`src/inc/rsm_consts.svh`:
```
/*
 * Constants of the reset and sleep manager: register offsets, field
 * positions, reset values, key codes and timing figures.
 * Assumes inclusion by the package and the design file only.
 */
`ifndef RSM_CONSTS_SVH
`define RSM_CONSTS_SVH

// ----------------------------------------------------------------
// Register map
// ----------------------------------------------------------------
`define RSM_ADDR_W 4
`define RSM_OFS_CTRL 4'h0
`define RSM_OFS_CAUSE 4'h4
`define RSM_OFS_WDOG 4'h8

// ----------------------------------------------------------------
// Field positions
// ----------------------------------------------------------------
`define RSM_BIT_SLEEP_UNLOCK 7
`define RSM_BIT_PCFG_EN 6
`define RSM_BIT_BAD_EN 5
`define RSM_BIT_WDOG_EN 4
`define RSM_BIT_SLEEP_CMD 7
`define RSM_BIT_SLEPT 6
`define RSM_BIT_CAUSE_BAD 5
`define RSM_BIT_CAUSE_WDOG 4
`define RSM_BIT_CAUSE_COMBO 3

// ----------------------------------------------------------------
// Values
// ----------------------------------------------------------------
`define RSM_BYTE_ZERO 8'h00
`define RSM_WDOG_KEY_ARM 8'h0A
`define RSM_WDOG_KEY_CLEAR 8'h03
`define RSM_WDOG_ZERO 4'h0
`define RSM_WDOG_LIMIT 4'h8
`define RSM_WDOG_STEP 4'h1
`define RSM_RST_PULSE 3'h4
`define RSM_RST_STEP 3'h1
`define RSM_RST_IDLE 3'h0

// ----------------------------------------------------------------
// Timing
// ----------------------------------------------------------------
`define RSM_CLK_KHZ 50000
`define RSM_WDOG_TICK_MS 250

`endif

```
`src/inc/rsm_pkg.sv`:
```
/*
 * Types of the reset and sleep manager: operating modes and the
 * APB request carrier.
 * Assumes the constants header is on the include path.
 */
`include "rsm_consts.svh"

package rsm_pkg;

	// ------------------------------------------------------------
	// Operating modes
	// ------------------------------------------------------------
	typedef enum logic [2:0] {
		RSM_ACTIVE = 3'b001,
		RSM_STANDBY = 3'b010,
		RSM_SLEEP = 3'b100
	} rsm_mode_type;

	// ------------------------------------------------------------
	// APB request
	// ------------------------------------------------------------
	typedef struct packed {
		logic psel;
		logic penable;
		logic pwrite;
		logic [`RSM_ADDR_W-1:0] paddr;
		logic [31:0] pwdata;
	} rsm_apb_req_type;

endpackage

```
`src/verilog/rsm_top.sv`:
```
/*
 * Reset and sleep manager: gathers reset sources, drives the cold,
 * global, port-configuration and sleep reset lines, runs the active,
 * standby and sleep modes, records the reset cause and holds the
 * keyed watchdog, with its registers on APB.
 * Assumes all inputs synchronous to mclk and a CPU that restarts at
 * address zero while its reset is low.
 */
// How it works
// - Power-on or pin reset clears all bits, forces RC on, crystal off.
// - Leaving sleep by pin combination keeps every cold-reset bit.
// - Non-cold reset clears global bits, port bits if enabled, resets CPU.
// - HALT enters standby; CPU stops, clocks keep running.
// - Standby ends on any reset or an enabled interrupt or event.
// - Sleep stops clocks and peripherals and holds sleep reset low.
// - Sleep entered only when sleep bit written while unlock is one.
// - Sleep left only by power-on, pin reset or pin combination.
// - Slept flag reads one if slept since last cleared.
// - Control bit 7 is sleep unlock, written by software, cleared by cold reset.
// - Control bit 6 enables port-configuration reset with global reset.
// - Control bit 5 enables illegal-access reset; bits 3..0 read zero.
// - Control bit 4 enables watchdog reset; software cannot clear it.
// - Cause bit 7 is sleep command, reads zero, global-reset cleared.
// - Cause bit 6 is slept flag, cleared by read and cold reset.
// - Cause bits 5..3 record reset causes, cleared on read.
// - Watchdog writes give key byte; reads give counter, upper zero.
// - Counter cleared by 0x0A then 0x03 written back to back, or by global reset.
// - Counter runs 0 to 8 and holds at 8; reaching 8 resets when enabled.
// - Global reset on cold or enabled source; cold only power-on/pin.
// - Enabled unused-address access resets and sets its cause flag.
`include "rsm_consts.svh"
module rsm_top
	import rsm_pkg::*;
#(
	parameter int unsigned WDOG_TICK_CYCLES =
		`RSM_WDOG_TICK_MS * `RSM_CLK_KHZ
) (
	input wire logic mclk,
	input wire logic nrst,
	input wire logic ext_reset_n,
	input wire logic pin_combo_reset,
	input wire logic bad_access,
	input wire logic halt_req,
	input wire logic wake_req,
	input wire rsm_pkg::rsm_apb_req_type apb_req,
	output logic [31:0] prdata,
	output logic pready,
	output logic pslverr,
	output logic cold_reset_n,
	output logic global_reset_n,
	output logic pconf_reset_n,
	output logic sleep_reset_n,
	output logic cpu_reset_n,
	output logic cpu_div_reset,
	output logic rc_osc_force,
	output logic xtal_osc_off,
	output logic clk_run,
	output logic standby,
	output logic port_cfg_reset_en
);
	import rsm_pkg::*;

	localparam int TICK_W = $clog2(WDOG_TICK_CYCLES + 1);
	localparam logic [TICK_W-1:0] TICK_LAST =
		TICK_W'(WDOG_TICK_CYCLES - 1);

	// ------------------------------------------------------------
	// State
	// ------------------------------------------------------------
	rsm_mode_type mode_q, mode_d;
	logic sleep_unlock_q, pcfg_en_q, bad_en_q, wdog_en_q;
	logic slept_q, cause_bad_q, cause_wdog_q, cause_combo_q;
	logic [3:0] wdog_cnt_q;
	logic wdog_armed_q;
	logic [TICK_W-1:0] tick_cnt_q;
	logic [2:0] rst_cnt_q;
	logic [7:0] rd_byte_q;

	// ------------------------------------------------------------
	// Bus decode
	// ------------------------------------------------------------
	wire setup = apb_req.psel & ~apb_req.penable;
	wire access = apb_req.psel & apb_req.penable & pready;
	wire wr = access & apb_req.pwrite;
	wire rd = access & ~apb_req.pwrite;
	wire sel_ctrl = apb_req.paddr == `RSM_OFS_CTRL;
	wire sel_cause = apb_req.paddr == `RSM_OFS_CAUSE;
	wire sel_wdog = apb_req.paddr == `RSM_OFS_WDOG;
	wire mapped = sel_ctrl | sel_cause | sel_wdog;
	wire [7:0] wbyte = apb_req.pwdata[7:0];
	wire wr_ctrl = wr & sel_ctrl;
	wire wr_wdog = wr & sel_wdog;
	wire rd_cause = rd & sel_cause;

	// ------------------------------------------------------------
	// Reset sources
	// ------------------------------------------------------------
	wire cold_in = ~ext_reset_n;
	wire in_sleep = mode_q == RSM_SLEEP;
	wire wdog_hit = wdog_cnt_q == `RSM_WDOG_LIMIT;
	wire wdog_fire = wdog_en_q & wdog_hit & ~in_sleep;
	wire bad_fire = bad_en_q & bad_access & ~in_sleep;
	wire combo_fire = pin_combo_reset & ~cold_in;
	wire event_any = (wdog_fire | bad_fire | combo_fire) & ~cold_in;
	wire glob_hold = cold_in | (rst_cnt_q != `RSM_RST_IDLE);
	wire glob_any = glob_hold | event_any;
	wire sleep_cmd = wr & sel_cause & wbyte[`RSM_BIT_SLEEP_CMD]
		& sleep_unlock_q & mode_q == RSM_ACTIVE & ~glob_any;
	wire tick = tick_cnt_q == TICK_LAST;

	// ------------------------------------------------------------
	// Read mux
	// ------------------------------------------------------------
	wire [7:0] ctrl_rd = {sleep_unlock_q, pcfg_en_q, bad_en_q, wdog_en_q,
		4'h0};
	wire [7:0] cause_rd = {1'b0, slept_q, cause_bad_q, cause_wdog_q,
		cause_combo_q, 3'h0};
	wire [7:0] wdog_rd = {4'h0, wdog_cnt_q};
	wire [7:0] rd_sel = sel_ctrl ? ctrl_rd :
		sel_cause ? cause_rd :
		sel_wdog ? wdog_rd : `RSM_BYTE_ZERO;

	// ------------------------------------------------------------
	// APB slave, zero wait states
	// ------------------------------------------------------------
	always_ff @(posedge mclk or negedge nrst) begin
		if (!nrst) begin
			pready <= 1'b0;
			pslverr <= 1'b0;
			prdata <= 32'h0000_0000;
			rd_byte_q <= `RSM_BYTE_ZERO;
		end else begin
			pready <= setup;
			pslverr <= setup & ~mapped;
			prdata <= setup ? {24'h00_0000, rd_sel} : 32'h0000_0000;
			rd_byte_q <= setup ? rd_sel : `RSM_BYTE_ZERO;
		end
	end

	// ------------------------------------------------------------
	// Control register, cold-reset bits
	// ------------------------------------------------------------
	always_ff @(posedge mclk or negedge nrst) begin
		if (!nrst) begin
			sleep_unlock_q <= 1'b0;
			pcfg_en_q <= 1'b0;
			bad_en_q <= 1'b0;
			wdog_en_q <= 1'b0;
		end else if (cold_in) begin
			sleep_unlock_q <= 1'b0;
			pcfg_en_q <= 1'b0;
			bad_en_q <= 1'b0;
			wdog_en_q <= 1'b0;
		end else if (wr_ctrl) begin
			sleep_unlock_q <= wbyte[`RSM_BIT_SLEEP_UNLOCK];
			pcfg_en_q <= wbyte[`RSM_BIT_PCFG_EN];
			bad_en_q <= wbyte[`RSM_BIT_BAD_EN];
			wdog_en_q <= wdog_en_q | wbyte[`RSM_BIT_WDOG_EN];
		end
	end

	// ------------------------------------------------------------
	// Cause register, set wins over clear-on-read
	// ------------------------------------------------------------
	wire rc_slept = rd_cause & rd_byte_q[`RSM_BIT_SLEPT];
	wire rc_bad = rd_cause & rd_byte_q[`RSM_BIT_CAUSE_BAD];
	wire rc_wdog = rd_cause & rd_byte_q[`RSM_BIT_CAUSE_WDOG];
	wire rc_combo = rd_cause & rd_byte_q[`RSM_BIT_CAUSE_COMBO];

	always_ff @(posedge mclk or negedge nrst) begin
		if (!nrst) begin
			slept_q <= 1'b0;
			cause_bad_q <= 1'b0;
			cause_wdog_q <= 1'b0;
			cause_combo_q <= 1'b0;
		end else if (cold_in) begin
			slept_q <= 1'b0;
			cause_bad_q <= 1'b0;
			cause_wdog_q <= 1'b0;
			cause_combo_q <= 1'b0;
		end else begin
			slept_q <= sleep_cmd | (slept_q & ~rc_slept);
			cause_bad_q <= bad_fire | (cause_bad_q & ~rc_bad);
			cause_wdog_q <= wdog_fire | (cause_wdog_q & ~rc_wdog);
			cause_combo_q <= combo_fire | (cause_combo_q & ~rc_combo);
		end
	end

	// ------------------------------------------------------------
	// Global reset stretch
	// ------------------------------------------------------------
	always_ff @(posedge mclk or negedge nrst) begin
		if (!nrst) begin
			rst_cnt_q <= `RSM_RST_IDLE;
		end else if (cold_in) begin
			rst_cnt_q <= `RSM_RST_IDLE;
		end else if (event_any) begin
			rst_cnt_q <= `RSM_RST_PULSE;
		end else if (rst_cnt_q != `RSM_RST_IDLE) begin
			rst_cnt_q <= rst_cnt_q - `RSM_RST_STEP;
		end
	end

	// ------------------------------------------------------------
	// Watchdog tick, counter and key
	// ------------------------------------------------------------
	always_ff @(posedge mclk or negedge nrst) begin
		if (!nrst) begin
			tick_cnt_q <= '0;
		end else if (glob_any || in_sleep || tick) begin
			tick_cnt_q <= '0;
		end else begin
			tick_cnt_q <= tick_cnt_q + TICK_W'(1);
		end
	end

	wire key_clear = wr_wdog & wdog_armed_q
		& wbyte == `RSM_WDOG_KEY_CLEAR;

	always_ff @(posedge mclk or negedge nrst) begin
		if (!nrst) begin
			wdog_cnt_q <= `RSM_WDOG_ZERO;
			wdog_armed_q <= 1'b0;
		end else if (glob_any) begin
			wdog_cnt_q <= `RSM_WDOG_ZERO;
			wdog_armed_q <= 1'b0;
		end else begin
			if (wr_wdog) begin
				wdog_armed_q <= wbyte == `RSM_WDOG_KEY_ARM;
			end
			if (key_clear) begin
				wdog_cnt_q <= `RSM_WDOG_ZERO;
			end else if (tick && !wdog_hit) begin
				wdog_cnt_q <= wdog_cnt_q + `RSM_WDOG_STEP;
			end
		end
	end

	// ------------------------------------------------------------
	// Operating mode
	// ------------------------------------------------------------
	always_comb begin
		mode_d = mode_q;
		case (mode_q)
			RSM_ACTIVE: begin
				if (sleep_cmd) begin
					mode_d = RSM_SLEEP;
				end else if (halt_req && !glob_any) begin
					mode_d = RSM_STANDBY;
				end
			end
			RSM_STANDBY: begin
				if (glob_any || wake_req) begin
					mode_d = RSM_ACTIVE;
				end
			end
			RSM_SLEEP: begin
				if (combo_fire) begin
					mode_d = RSM_ACTIVE;
				end
			end
			default: mode_d = RSM_ACTIVE;
		endcase
		if (cold_in) begin
			mode_d = RSM_ACTIVE;
		end
	end

	always_ff @(posedge mclk or negedge nrst) begin
		if (!nrst) begin
			mode_q <= RSM_ACTIVE;
		end else begin
			mode_q <= mode_d;
		end
	end

	// ------------------------------------------------------------
	// Reset and clock outputs
	// ------------------------------------------------------------
	always_ff @(posedge mclk or negedge nrst) begin
		if (!nrst) begin
			cold_reset_n <= 1'b0;
			global_reset_n <= 1'b0;
			pconf_reset_n <= 1'b0;
			sleep_reset_n <= 1'b0;
			cpu_reset_n <= 1'b0;
			cpu_div_reset <= 1'b1;
			rc_osc_force <= 1'b1;
			xtal_osc_off <= 1'b1;
			clk_run <= 1'b1;
			standby <= 1'b0;
			port_cfg_reset_en <= 1'b0;
		end else begin
			cold_reset_n <= ~cold_in;
			global_reset_n <= ~glob_any;
			pconf_reset_n <= ~(cold_in | (glob_any & pcfg_en_q));
			sleep_reset_n <= ~(cold_in | mode_d == RSM_SLEEP);
			cpu_reset_n <= ~glob_any;
			cpu_div_reset <= glob_any;
			rc_osc_force <= cold_in;
			xtal_osc_off <= cold_in;
			clk_run <= mode_d != RSM_SLEEP;
			standby <= mode_d == RSM_STANDBY;
			port_cfg_reset_en <= pcfg_en_q;
		end
	end
endmodule // rsm_top

```
`config.mk`:
```
export PLATFORM = sky130hd
export DESIGN_NAME = rsm_top
export DESIGN_NICKNAME = d
export VERILOG_FILES = /design/src/inc/rsm_pkg.sv /design/src/verilog/rsm_top.sv
export VERILOG_INCLUDE_DIRS = /design/src /design/src/inc
export SDC_FILE = /design/constraint.sdc
export NUM_CORES = 1
export LEC_CHECK = 0
export ABC_AREA = 1
export BUFFER_PORTS_ARGS = -buffer_cell sky130_fd_sc_hd__buf_2
export CAP_MARGIN = 0
export CORE_ASPECT_RATIO = 1.25
export CORE_UTILIZATION = 35
export DETAILED_ROUTE_END_ITERATION = 8
export SETUP_SLACK_MARGIN = 0.1
export SYNTH_ARGS = -nofsm -noshare
export SYNTH_HDL_FRONTEND = slang
export SYNTH_SLANG_ARGS = --single-unit
```
`constraint.sdc`:
```
create_clock -name mclk -period 2.1 [get_ports mclk]
set_input_delay 0.21 -clock mclk [delete_from_list [all_inputs] [get_ports mclk]]
set_output_delay 0.21 -clock mclk [all_outputs]
set_load 0.02 [all_outputs]
```
==> run_results.csv <==
group,metric,value,unit
status,outcome,"finished clean",
hold_path,holdCritStartpoint,"apb_req[37]",
floorplan,initial_core_util,0.360,
sta,setup_tns,0,ns
worst_setup_path,critPathMaxStageDelay,0.39,ns
logic_synthesis,syn_inst,437,
worst_setup_path,cpMaxStageDelayCell,"dfrtp_1",
placement,numPortBuffers,42,
detailed_routing,drtIter0Drc,102,
cts,clockBufferDepth,2,
worst_setup_path,cp-startpoint,"wdog_cnt_q[0]",
worst_setup_path,cp_num_buf_inv,2,
power,power_leakage,1.89,nW
logic_synthesis,syn_area_per_cell,7.91,sq um
placement,gp_congestion,0.913,
sta,rsz0062_at_grt,"false",
detailed_routing,vias_per_cell,4.59,
global_route,grt_pass1_wl,12900,microns
final_layout,final_cells,621,
placement,hpwl,5910,microns
worst_setup_path,arrival,2.02,ns
floorplan,die_height,113,microns
logic_synthesis,synth_top_area_share,0.420,
worst_setup_path,ff2ff_setup_slack,0.30,ns
detailed_routing,drc_errors,0,
power,irDropWorstVdd,0.393,mV
worst_setup_path,crit_type,"register to register",
detailed_routing,vias,2852,
floorplan,rows,40,
logic_synthesis,seq_area_frac_synth,0.450,
cts,tritoncts,"done",
worst_setup_path,cp_common_cell,"nand2_1",
sta,setup_viol,0,
cts,cts_max_level,3,
worst_setup_path,critPathCaptureType,"register",
run,maxCapViolCount,0,
detailed_routing,wl_per_cell,12.2,microns
logic_synthesis,ys_ff_latch,62,
global_route,grt_overflow,0,
placement,place_area,3770,sq um
final_layout,layout_commonest_cell,"nand2_1",
final_layout,insertedDiodeCount,0,
floorplan,pin_count,91,
sta,timing.fmax,556,MHz
logic_synthesis,synthTopCellsByArea,"dfrtp_1 42%, nand2_1 11%, nor2_1 6.2%, inv_1 5.8%, buf_4 5.6%",
cts,clk_latency,0.33,ns
worst_setup_path,crit_family,"simple AND/OR/NAND/NOR gates",
sta,drv_slew,0,
global_route,grt_max_degree,47,
logic_synthesis,synth.distinct_cells,29,
final_layout,layout-drive-gt1-share,0.198,
final_layout,final_cell_mix,"99 x nand2_1, 58 x dfrtp_1, 55 x nor2_1",
cts,clock-sinks,62,
hold_path,hold_path_class,"primary input to register",
final_layout,syn_to_final_growth,18.4,%
detailed_routing,ant_nets,0,
logic_synthesis,yosys_warnings,0,
cts,cts-root-buf,"clkbuf_16",
worst_setup_path,critPathRequiredTime,2.32,ns
detailed_routing,dr.pass1.iters,4,
floorplan,coreArea,9610,sq um
global_route,grt_use_total,0.160,
worst_setup_path,r2r-start,"wdog_cnt_q[0]",
worst_setup_path,start_kind,"register",
cts,cts_setup_buffers,0,
sta,finClkSkew,0.00615,ns
sta,period_minus_slack,1.80,ns
sta,hold_viol,0,
cts,numCtsBuffers,9,
power,powerDensity,866,nW/um^2
floorplan,die_width,90.9,microns
worst_setup_path,crit_chain,"inv_1, ha_1, nand2_1, nor2_1, nand3_1, nand3_1, nand2_1, nand3_1, nand2_1, nand2_1, inv_1",
logic_synthesis,netlist.top_cell.by_area,"dfrtp_1",
cts,clkTransAtPathRegs,0.05,ns
floorplan,die_area,10300,sq um
worst_setup_path,path_max_fanout,4,
global_route,antenna_found_initial,0,
global_route,grt_pass1_vias,2841,
final_layout,fin_nets,542,
logic_synthesis,syn_area,3460,sq um
sta,finalCritPeriodShare,0.856,
final_layout,final_cell_area,4090,sq um
placement,place_inst,605,
detailed_routing,wl,7560,microns
## routing by layer
metal  vias to the layer above  global-route usage  part of all wire
met4                         0              0.0899             0.032
met3                        17              0.0363             0.029
li1                       1436                   -                 -
met2                        55               0.289              0.53
met1                      1344               0.173              0.41
met5                         -                   0                 0
## timing repair
item,4_1_cts,5_1_grt
endpoints found under the hold margin,16,0
hold buffers,1,0
gates resized for setup,0,2
endpoints found under the setup margin,0,2
## where the power goes
group,leakage (nW),internal [mW],switching [mW]
registers,0.837,1.28,0.0368
clock network,0.152,1.02,0.501
logic,0.900,0.238,0.461
total,1.89,2.55,0.998
## worst paths after layout
kind                                      to  depth (start not counted)
max in group asynchronous            clk_run                          3
hold / removal                        pready                          2
setup reg to reg                   mode_q[2]                         11
hold reg to reg            port_cfg_reset_en                          0
setup / recovery                   mode_q[2]                         11
min in group asynchronous        cause_bad_q                          2
## synth_stat cells, drive strengths merged
master and count:
o211ai 3, a211oi 2, nand2 102, nor2 80, xnor2 5, buf 29, o21ai 5, nand3 31
inv 53, dfstp 4, clkbuf 1, conb 1, or2 1, nand4 12, xor2 14, dfrtp 58
nor4 1, o31ai 1, nor3 18, ha 5, a21oi 11
## state kept, by name (all words and copies together), names as in the netlist, 2 cells and up
register / cells
rst_cnt_q: 3
rd_byte_q: 6
mode_q: 3
wdog_cnt_q: 4
tick_cnt_q: 24
prdata: 2
## stage by stage
stage                     hold WS [ns]  utilization  total power [mW]  setup WS, ns
after floorplan                -0.0856            -              1.86         0.510
after global placement           0.158        0.393              2.04         0.260
after detailed placement         0.163        0.393              2.04         0.296
after CTS                       0.0974        0.426              3.60         0.266
after global routing             0.128        0.426              3.72         0.125
final                            0.109        0.426              3.55         0.302
## final cells by class
class | count | area, sq um
Tap cell | 126 | 158
Inverter | 53 | 199
Timing Repair Buffer | 50 | 310
Multi-Input combinational cell | 315 | 1570
Fill cell | 1010 | 5520
Clock buffer | 10 | 229
Sequential cell | 62 | 1560
Clock inverter | 5 | 75.1
## cell families after synthesis
kind of cell	after synthesis	synth area share
other	1	0.00108
AND/OR/NAND/NOR	245	0.323
flip-flops	62	0.450
buffers and inverters	83	0.123
XOR/XNOR	19	0.0481
AO/OA/AOI/OAI	22	0.0362
adder cells (fa/ha/maj)	5	0.0181
Note: power is estimated with default switching activity, not from simulation.
